==> src/rtl/otfs_cfg.svh <==
// constants for the output terminal function selector
`ifndef OTFS_CFG_SVH
`define OTFS_CFG_SVH
`define OTFS_NUM_OUT        4
`define OTFS_CODE_W         6
`define OTFS_CODE_INVALID   6'h00
`define OTFS_CODE_UNDERLOAD 6'h0F
`define OTFS_CODE_SEQ_STAGE 6'h10
`define OTFS_CODE_SEQ_CYCLE 6'h11
`define OTFS_CODE_VT_SERIAL 6'h17
`define OTFS_CODE_VT_FBUS   6'h18
`define OTFS_CODE_VT_ETH    6'h19
`define OTFS_CODE_BUS_OK    6'h1A
`define OTFS_CODE_INDEX     6'h1B
`define OTFS_CODE_PULSE_SUP 6'h1C
`define OTFS_CODE_STO       6'h1D
`define OTFS_CODE_POS_DONE  6'h1E
`define OTFS_CODE_ZERO_DONE 6'h1F
`define OTFS_CODE_DIV_DONE  6'h20
`define OTFS_CODE_SPD_LIM   6'h21
`define OTFS_CODE_VT_IETH   6'h22
`define OTFS_CODE_SWITCH    6'h24
`define OTFS_CODE_LOGIC_LO  6'h29
`define OTFS_CODE_LOGIC_HI  6'h2F
`define OTFS_RST_CODE_Y     6'h00
`define OTFS_RST_CODE_PULSE 6'h00
`define OTFS_RST_CODE_RLY1  6'h01
`define OTFS_RST_CODE_RLY2  6'h05
`define OTFS_CLK_MHZ        100
`define OTFS_INDEX_HOLD_MS  10
`define OTFS_INDEX_HOLD_CYC (`OTFS_INDEX_HOLD_MS * 1000 * `OTFS_CLK_MHZ)
`endif

==> src/rtl/otfs_pkg.sv <==
// types for the output terminal function selector
package otfs_pkg;
    typedef logic [5:0] otfs_code_t;
    typedef struct packed {
        logic       underload_alarm;
        logic       seq_stage_done;
        logic       seq_cycle_done;
        logic       vt_serial;
        logic       vt_fieldbus;
        logic       vt_ethernet;
        logic       vt_industrial_eth;
        logic       bus_voltage_ok;
        logic       index_pulse;
        logic       pulse_superposition;
        logic       safe_torque_off_fault;
        logic       positioning_done;
        logic       spindle_zero_done;
        logic       spindle_div_done;
        logic       speed_limited;
        logic       mode_switch_done;
    } otfs_status_s;
    // order: transistor one, two, pulse terminal, relay one to four
    typedef logic [6:0] otfs_logic_t;
endpackage

==> src/rtl/otfs_top.sv <==
// output terminal function selector for the digital outputs
//
// Function
// - underload pre-alarm code drives the output from the timed underload alarm
// - sequencer stage code drives the output when the current stage finishes
// - sequencer cycle code drives the output when a whole cycle finishes
// - serial, fieldbus and ethernet virtual codes copy the written bit
// - industrial ethernet virtual code drives on for one, off for zero
// - bus voltage code is on while bus stays above undervoltage
// - index code asserts on index pulse and drops 10 ms later
// - pulse superposition code follows the superposition input function
// - safe torque off code asserts when that fault has occurred
// - positioning code is on once positioning has completed
// - spindle zeroing code is on once zeroing has completed
// - scale division code is on once scale division has completed
// - speed limit code is on while output frequency is limited
// - switchover code is on once speed/position switchover completed
// - codes 41 to 47 pass logic bits only when logic enable set
// - code zero leaves the output inactive
// - one code may drive several outputs independently
`timescale 1ns/10ps
`include "otfs_cfg.svh"
module otfs_top
    import otfs_pkg::*;
#(
    parameter int unsigned INDEX_HOLD_CYC = `OTFS_INDEX_HOLD_CYC
) (
    input  wire logic         I_SYS_CLK,
    input  wire logic         I_RESET_N,
    input  wire logic         I_CE,
    input  wire otfs_status_s I_STATUS,
    input  wire otfs_logic_t  I_LOGIC_BITS,
    input  wire logic         I_PROG_LOGIC_EN,
    input  wire logic         I_CODE_WE,
    input  wire logic [1:0]   I_CODE_SEL,
    input  wire otfs_code_t   I_CODE,
    output logic [3:0]        O_TERMINAL,
    output otfs_code_t        O_CODE_Y,
    output otfs_code_t        O_CODE_PULSE,
    output otfs_code_t        O_CODE_RLY1,
    output otfs_code_t        O_CODE_RLY2
);
    ////////////////////////////////////////////////////////////////////////
    // reset release
    logic [1:0] rst_sync;
    logic       rst_n;

    always_ff @(posedge I_SYS_CLK or negedge I_RESET_N) begin
        if (!I_RESET_N) begin
            rst_sync <= 2'h0;
        end else begin
            rst_sync <= {rst_sync[0], 1'b1};
        end
    end
    assign rst_n = rst_sync[1];

    ////////////////////////////////////////////////////////////////////////
    // input synchronisers, three stages, change taken when last two agree
    localparam int NIN = 24;
    logic [NIN-1:0] raw_in;
    logic [NIN-1:0] sync1;
    logic [NIN-1:0] sync2;
    logic [NIN-1:0] sync3;
    logic [NIN-1:0] clean;
    logic [NIN-1:0] next_clean;

    assign raw_in = {I_PROG_LOGIC_EN, I_LOGIC_BITS, I_STATUS};

    genvar g;
    generate
        for (g = 0; g < NIN; g++) begin : g_filt
            always_comb begin
                next_clean[g] = (sync2[g] == sync3[g]) ? sync3[g] : clean[g];
            end
        end
    endgenerate

    always_ff @(posedge I_SYS_CLK or negedge rst_n) begin
        if (!rst_n) begin
            sync1 <= '0;
            sync2 <= '0;
            sync3 <= '0;
            clean <= '0;
        end else if (I_CE) begin
            sync1 <= raw_in;
            sync2 <= sync1;
            sync3 <= sync2;
            clean <= next_clean;
        end
    end

    otfs_status_s st;
    otfs_logic_t  lbits;
    logic         lenable;
    assign st      = otfs_status_s'(clean[15:0]);
    assign lbits   = clean[22:16];
    assign lenable = clean[23];

    ////////////////////////////////////////////////////////////////////////
    // index pulse stretch
    logic index_hold;

    otfs_index_stretch #(
        .HOLD_CYC (INDEX_HOLD_CYC)
    ) u_index (
        .i_clk       (I_SYS_CLK),
        .i_rst_n     (rst_n),
        .i_ce        (I_CE),
        .i_index     (st.index_pulse),
        .o_stretched (index_hold)
    );

    ////////////////////////////////////////////////////////////////////////
    // function codes per output
    otfs_code_t codes      [4];
    otfs_code_t next_codes [4];

    always_comb begin
        for (int i = 0; i < 4; i++) begin
            next_codes[i] = codes[i];
        end
        if (I_CODE_WE) begin
            next_codes[I_CODE_SEL] = I_CODE;
        end
    end

    always_ff @(posedge I_SYS_CLK or negedge rst_n) begin
        if (!rst_n) begin
            codes[0] <= `OTFS_RST_CODE_Y;
            codes[1] <= `OTFS_RST_CODE_PULSE;
            codes[2] <= `OTFS_RST_CODE_RLY1;
            codes[3] <= `OTFS_RST_CODE_RLY2;
        end else if (I_CE) begin
            codes <= next_codes;
        end
    end

    ////////////////////////////////////////////////////////////////////////
    // selection
    function automatic logic sel_source(input otfs_code_t c, input otfs_status_s s,
                                        input logic idx, input otfs_logic_t lb, input logic len);
        logic r;
        r = 1'b0;
        case (c)
            `OTFS_CODE_INVALID:   r = 1'b0;
            `OTFS_CODE_UNDERLOAD: r = s.underload_alarm;
            `OTFS_CODE_SEQ_STAGE: r = s.seq_stage_done;
            `OTFS_CODE_SEQ_CYCLE: r = s.seq_cycle_done;
            `OTFS_CODE_VT_SERIAL: r = s.vt_serial;
            `OTFS_CODE_VT_FBUS:   r = s.vt_fieldbus;
            `OTFS_CODE_VT_ETH:    r = s.vt_ethernet;
            `OTFS_CODE_BUS_OK:    r = s.bus_voltage_ok;
            `OTFS_CODE_INDEX:     r = idx;
            `OTFS_CODE_PULSE_SUP: r = s.pulse_superposition;
            `OTFS_CODE_STO:       r = s.safe_torque_off_fault;
            `OTFS_CODE_POS_DONE:  r = s.positioning_done;
            `OTFS_CODE_ZERO_DONE: r = s.spindle_zero_done;
            `OTFS_CODE_DIV_DONE:  r = s.spindle_div_done;
            `OTFS_CODE_SPD_LIM:   r = s.speed_limited;
            `OTFS_CODE_VT_IETH:   r = s.vt_industrial_eth;
            `OTFS_CODE_SWITCH:    r = s.mode_switch_done;
            default: begin
                if (c >= `OTFS_CODE_LOGIC_LO && c <= `OTFS_CODE_LOGIC_HI) begin
                    r = len & lb[3'(c - `OTFS_CODE_LOGIC_LO)];
                end else begin
                    r = 1'b0;
                end
            end
        endcase
        return r;
    endfunction

    logic [3:0] term;
    logic [3:0] next_term;

    generate
        for (g = 0; g < 4; g++) begin : g_sel
            always_comb begin
                next_term[g] = sel_source(codes[g], st, index_hold, lbits, lenable);
            end
        end
    endgenerate

    always_ff @(posedge I_SYS_CLK or negedge rst_n) begin
        if (!rst_n) begin
            term <= 4'h0;
        end else if (I_CE) begin
            term <= next_term;
        end
    end

    assign O_TERMINAL   = term;
    assign O_CODE_Y     = codes[0];
    assign O_CODE_PULSE = codes[1];
    assign O_CODE_RLY1  = codes[2];
    assign O_CODE_RLY2  = codes[3];
endmodule

==> src/rtl/otfs_index_stretch.sv <==
// stretches the encoder index pulse to a fixed hold time
`timescale 1ns/10ps
`include "otfs_cfg.svh"
module otfs_index_stretch
    import otfs_pkg::*;
#(
    parameter int unsigned HOLD_CYC = `OTFS_INDEX_HOLD_CYC
) (
    input  wire logic i_clk,
    input  wire logic i_rst_n,
    input  wire logic i_ce,
    input  wire logic i_index,
    output logic      o_stretched
);
    logic [20:0] count;
    logic [20:0] next_count;
    logic        index_d;
    logic        next_index_d;
    logic        active;
    logic        next_active;

    always_comb begin
        next_index_d = i_index;
        next_count   = count;
        next_active  = active;
        if (i_index && !index_d) begin
            next_active = 1'b1;
            next_count  = 21'(HOLD_CYC - 1);
        end else if (active) begin
            if (count == 21'h000000) begin
                next_active = 1'b0;
            end else begin
                next_count = count - 21'h000001;
            end
        end
    end

    always_ff @(posedge i_clk or negedge i_rst_n) begin
        if (!i_rst_n) begin
            count   <= 21'h000000;
            index_d <= 1'b0;
            active  <= 1'b0;
        end else if (i_ce) begin
            count   <= next_count;
            index_d <= next_index_d;
            active  <= next_active;
        end
    end

    assign o_stretched = active;
endmodule

==> config.mk <==
export PLATFORM = sky130hd
export DESIGN_NAME = otfs_top
export DESIGN_NICKNAME = d
export VERILOG_FILES = /design/src/rtl/otfs_pkg.sv /design/src/rtl/otfs_top.sv /design/src/rtl/otfs_index_stretch.sv
export VERILOG_INCLUDE_DIRS = /design/src /design/src/rtl
export SDC_FILE = /design/constraint.sdc
export NUM_CORES = 1
export LEC_CHECK = 0
export BUFFER_PORTS_ARGS = -buffer_cell sky130_fd_sc_hd__buf_2
export CAP_MARGIN = 20
export CORE_MARGIN = 4
export CORE_UTILIZATION = 45
export CTS_CLUSTER_SIZE = 25
export DETAILED_ROUTE_END_ITERATION = 10
export GPL_TIMING_DRIVEN = 1
export PLACE_DENSITY = 0.65
export SYNTH_ARGS = -nofsm -noshare
export SYNTH_HDL_FRONTEND = slang
export SYNTH_SLANG_ARGS = --single-unit
==> constraint.sdc <==
create_clock -name I_SYS_CLK -period 4.3 [get_ports I_SYS_CLK]
set_input_delay 1.075 -clock I_SYS_CLK [delete_from_list [all_inputs] [get_ports I_SYS_CLK]]
set_output_delay 1.075 -clock I_SYS_CLK [all_outputs]
set_load 0.01 [all_outputs]
==> results.yml, run 1 <==
critical_path:
  cp.required_ps: 4550
  cp_max_fo: 22
  end_kind: "flip-flop"
  critical_path.top_delay_family: "simple AND/OR/NAND/NOR gates"
  crit_path_cell_trace: "or4_4 -> or4_1 -> o31ai_4 -> or4_2 -> a21oi_1"
  crit_type: "flip-flop to flip-flop"
  crit_path_max_incr_delay_ps: 760
  crit_slowest_cell: "o31ai_4"
  cp-start-kind: "flip-flop"
  worst-path-buf-inv: 0
  arrival_ps: 3100
clock_tree:
  clockBufferDepth: 2
  cts_resized: 0
  h-tree-depth: 4
  clk_latency_ps: 410
  cts_root_buf: "clkbuf_16"
  cts_made_buffers: 17
  cts_setup_buffers: 0
  hold_buffers: 0
  cts_tree: "built"
  cts.sinks: 149
  clk_pin_slew_ps: 60
floorplanning:
  core-area_sq_um: 16700
  initial_utilization: 0.463
  rows: 47
  die_h_um: 139
  die_x_um: 139
  die_area_sq_um: 19300
  pin_count: 64
grt:
  grt_pass1_wl_mm: 31.0
  grt_max_degree: 148
  grt_overflow: 0
  antenna_found_initial: 0
  track_usage: 0.196
  grt_pass1_vias: 6049
timing:
  setup_violations: 0
  fin_tns_setup_ps: 0
  period_share: 0.662
  worstMarginPinSlew_ps: 1020
  fin_skew_ps: 7.51
  rsz0062_at_grt: "false"
  relSlewSlack: 0.312
  fmax_mhz: 351
  finalMaxSlewViolations: 0
  min_period_ps: 2850
  timing_hold_violations_final: 0
routing:
  drt_iter0_drc: 509
  drc_errors: 0
  num_vias: 5953
  drt-total-wl_mm: 18.4
  avgRoutedWirePerCell_um: 18.1
  firstDrtPassIters: 5
  ant_nets: 0
  via_per_inst: 5.85
yosys:
  synth_compound_area_frac: 0.164
  synthTopCellsByArea: "dfrtp_1, mux2_2, o21ai_0"
  synth_top_family_by_area: "compound AO/OA/AOI/OAI gates"
  synth-xor-area-share: 0.00793
  postSynth.asyncResetShare: 1.00
  ys_seq_area_frac: 0.483
  synth_warnings: 0
  synth_nets: 791
  synth_top_area_share: 0.473
  ys_types: 76
  synth-edff-count: 0
  yosysMostFrequentCell: "dfrtp_1"
  syn_area_per_cell_sq_um: 10.5
  synthSimpleGateAreaFrac: 0.140
  syn_inst: 733
  yosysTopAreaCell: "dfrtp_1"
  synth_fa_ha_area_frac: 0.0356
  syn-cell-area_sq_um: 7730
  synth.top_cells.by_count: "dfrtp_1, o21ai_0, mux2_2"
  ys_ff_latch: 149
  muxShareOfSynthArea: 0.129
  synth_ff_type: "dfrtp_1"
placement:
  routabilityCongestion: 0.920
  numPortBuffers: 63
  dpl-instance-area_sq_um: 8200
  dp.final_hpwl_mm: 12.4
finish:
  fill_cells: 1513
  syn_to_final_growth_pct: 14.8
  diodes: 0
  final_net_count: 842
  layout-drive-gt1-share: 0.256
  stdcell_area_sq_um: 8870
power_and_ir_drop:
  clkPwrFrac: 0.342
  p_int_uw: 3280
  p_leak_uw: 0.00374
  combPwrFrac: 0.219
  peakVddDrop_v: 0.000310
  power_density_nw_per_um2: 552
  seqPwrFrac: 0.439
  power.switching_uw: 1620
  swShare: 0.330
run:
  drv_cap: 0
worst_hold_path:
  min_path_type: "flip-flop to flip-flop"
outcome:
  status: "complete, no violations"
-- worst paths after layout --
path,from,to,slack (ps),depth (start not counted)
setup / recovery,u_index.count[9]$_DFFE_PN0P_,u_index.count[13]$_DFFE_PN0P_,1450,5
hold / removal,rst_sync[0]$_DFF_PN0_,rst_sync[1]$_DFF_PN0_,360,0
setup reg to reg,u_index.count[9]$_DFFE_PN0P_,u_index.count[13]$_DFFE_PN0P_,1450,5
hold reg to reg,rst_sync[0]$_DFF_PN0_,rst_sync[1]$_DFF_PN0_,360,0
max in group asynchronous,rst_sync[1]$_DFF_PN0_,O_CODE_PULSE[2]$_DFFE_PN0P_,3260,1
min in group asynchronous,I_RESET_N,rst_sync[1]$_DFF_PN0_,440,1
-- metrics by stage --
step	instances	setup slack (ps)	hold slack, ps	util	total power (uW)
finish	1017	1450	358	0.531	4900
global route	1017	1340	373	0.531	5180
CTS	1017	1480	362	0.531	4930
detailed placement	985	1330	353	0.491	3230
global placement	985	1380	338	0.491	3170
floorplan	733	1830	331	-	2790
-- sequential cells by signal (all words and copies together) (netlist names) --
signal               count
u_index.count           21
rst_sync                 2
O_CODE_RLY2              6
u_index.index_d          1
O_CODE_Y                 6
clean                   24
O_CODE_PULSE             6
O_CODE_RLY1              6
O_TERMINAL               4
sync1                   24
sync2                   24
u_index.o_stretched      1
sync3                   24
-- kinds of logic (layout without fill, tap and decap cells) --
| group | Yosys count | in the layout |
|---|---|---|
| compound gates | 202 | 202 |
| xor+xnor | 7 | 7 |
| fa+ha+maj | 22 | 22 |
| buf+inv | 75 | 139 |
| flops | 149 | 149 |
| mux | 85 | 85 |
| other cells | 1 | 1 |
| simple gates | 192 | 192 |
-- cell usage in the layout (no fill, tap or decap), types with 17 or more instances in the layout --
master and n:
a21oi_1 41, inv_1 40, ha_1 22, o21ai_0 89, dfrtp_1 145, clkbuf_16 17, buf_2 62, nor2_1 25
mux2_2 74, nand2_1 58
-- routing by layer --
layer | part of all wire | vias up | routed length (um) | track usage
li1 | - | 2792 | - | -
met1 | 0.46 | 2950 | 8400 | 0.268
met2 | 0.47 | 180 | 8600 | 0.308
met3 | 0.052 | 31 | 964 | 0.0393
met4 | 0.024 | 0 | 433 | 0.0757
met5 | 0 | - | 0 | 0
-- cell type report --
type / count / area, sq um / share of cell area
Clock buffer: 19 / 453 / 0.0510
Clock inverter: 13 / 216 / 0.0244
Tap cell: 220 / 275 / 0.0310
Multi-Input combinational cell: 509 / 3680 / 0.415
Timing Repair Buffer: 67 / 360 / 0.0406
Inverter: 40 / 150 / 0.0169
Sequential cell: 149 / 3740 / 0.421
-- power by group through the flow --
stage / Clock [uW] / Sequential, uW / Combinational, uW
floorplan: 0 / 1970 / 822
global placement: 0 / 2150 / 1020
detailed placement: 0 / 2160 / 1070
CTS: 1710 / 2140 / 1080
global route: 1770 / 2200 / 1210
finish: 1680 / 2150 / 1070
(Power assumes the default switching activity.)
==> run 2, diff against run 1 <==
==> constraint.sdc (replaced) <==
create_clock -name I_SYS_CLK -period 2.38 [get_ports I_SYS_CLK]
set_input_delay 0.595 -clock I_SYS_CLK [delete_from_list [all_inputs] [get_ports I_SYS_CLK]]
set_output_delay 0.595 -clock I_SYS_CLK [all_outputs]
set_load 0.01 [all_outputs]
==> results.yml, run 2 (synthesis gave the netlist of run 1 again) <==
power_and_ir_drop:
  p_total_uw: 8690
  power_density_nw_per_um2: 962
  p_leak_uw: 0.00384
  peakVddDrop_v: 0.000634
finish:
  layout-drive-gt1-share: 0.275
  diodes: 0
  layout_commonest_cell: "dfrtp_1"
  syn_to_final_growth_pct: 17.0
  layout_common_cells: "dfrtp_1, o21ai_0, mux2_2"
  fin_cells: 1038
  final_net_count: 865
timing:
  finalHoldWorstSlack_ps: 338
  worstMarginPinSlew_ps: 579
  relSlewSlack: 0.614
  min_period_ps: 2310
  period_share: 0.971
  fmax_mhz: 433
  setup_violations: 0
  fin_skew_ps: 12.2
  timing_hold_violations_final: 0
  fin_tns_setup_ps: 0
  finalMaxSlewViolations: 0
worst_hold_path:
  min_path_type: "flip-flop to async pin"
clock_tree:
  clk_latency_ps: 420
  cts_tree: "built"
  cts_setup_buffers: 0
  h-tree-depth: 4
  cts_root_buf: "clkbuf_16"
  clockBufferDepth: 2
  cts.sinks: 149
  cts_made_buffers: 17
  clk_pin_slew_ps: 60
critical_path:
  crit_type: "flip-flop to flip-flop"
  end_kind: "flip-flop"
  cp-startpoint: "u_index.count[10]$_DFFE_PN0P_"
  arrival_ps: 2640
  worstSetupEndpoint: "u_index.count[13]$_DFFE_PN0P_"
  cp.required_ps: 2710
  cp-start-kind: "flip-flop"
  r2r-start: "u_index.count[10]$_DFFE_PN0P_"
  reg2reg_slack_ps: 70
  reg2reg_to: "u_index.count[13]$_DFFE_PN0P_"
  reg2reg_depth: 6
  cp_max_fo: 18
routing:
  drt_iter0_drc: 523
  avgRoutedWirePerCell_um: 18.1
  drc_errors: 0
  via_per_inst: 5.89
  drt-total-wl_mm: 18.8
  firstDrtPassIters: 6
  ant_nets: 0
  num_vias: 6116
placement:
  placed_cells: 1007
  routabilityCongestion: 0.918
  dp.final_hpwl_mm: 13.1
  numPortBuffers: 63
floorplanning:
  die_x_um: 139
  rows: 47
  initial_utilization: 0.463
  pin_count: 64
  die_h_um: 139
  core-area_sq_um: 16700
  die_area_sq_um: 19300
outcome:
  status: "complete, no violations"
grt:
  grt_pass1_vias: 5964
  grt_pass1_wl_mm: 31.2
  grt_max_degree: 88
  track_usage: 0.198
  grt_overflow: 0
  antenna_found_initial: 0
run:
  drv_cap: 0
-- run 2: worst max-delay path, cell delays in order, from the launching register on --
cell,delay (ps)
dfrtp_1,400
or4_4,550
or4_4,500
o31ai_4,310
buf_12,180
o31ai_1,80
a21oi_1,190
-- run 2: stage by stage --
step	worst slack [ps]	utilization	area (sq um)
after floorplan	59.4	-	7730
after global placement	8.64	0.503	8410
after detailed placement	-29.3	0.503	8410
after CTS	66.6	0.541	9030
after global routing	-8.90	0.541	9040
final	69.7	0.541	9040
-- run 2: worst min path at each step --
| stage | startpoint | endpoint | cells past startpoint |
|---|---|---|---|
| after floorplan | I_RESET_N | rst_sync[0]$_DFF_PN0_ | 0 |
| after global placement | rst_sync[1]$_DFF_PN0_ | sync2[1]$_DFFE_PN0P_ | 0 |
| after detailed placement | rst_sync[0]$_DFF_PN0_ | rst_sync[1]$_DFF_PN0_ | 0 |
| after CTS | rst_sync[0]$_DFF_PN0_ | rst_sync[1]$_DFF_PN0_ | 0 |
| after global routing | rst_sync[0]$_DFF_PN0_ | rst_sync[1]$_DFF_PN0_ | 0 |
| final | rst_sync[1]$_DFF_PN0_ | sync2[1]$_DFFE_PN0P_ | 0 |
-- run 2: routing by layer --
metal / vias to the layer above / track usage / wire, um
met2: 228 / 0.306 / 8710
met3: 33 / 0.0431 / 1170
li1: 2850 / - / -
met5: - / 0 / 0
met4: 0 / 0.0690 / 361
met1: 3005 / 0.279 / 8580
-- run 2: layout make-up --
cell class              instances  area [sq um]
repair buffers                 90           577
fillers                      1461          7660
flip-flops and latches        149          3740
well taps                     220           275
clock buffers                  20           467
inverters                      40           150
multi-input cells             509          3690
clock inverters                10           148
-- run 2: what timing repair did --
action                                  4_1_cts  5_1_grt
gates resized for setup                       1        1
hold buffers                                  1        0
endpoints found under the setup margin        4        3
pin swaps                                     0        1
hold endpoints to repair                      2        0
-- run 2: report_power, final --
group          switching, uW  internal, uW  total (uW)  leakage [uW]
Sequential               820          3030        3850       0.00174
Clock                   1050          1730        2780      0.000291
Combinational           1040          1010        2050       0.00180
Total                   2910          5780        8690       0.00384
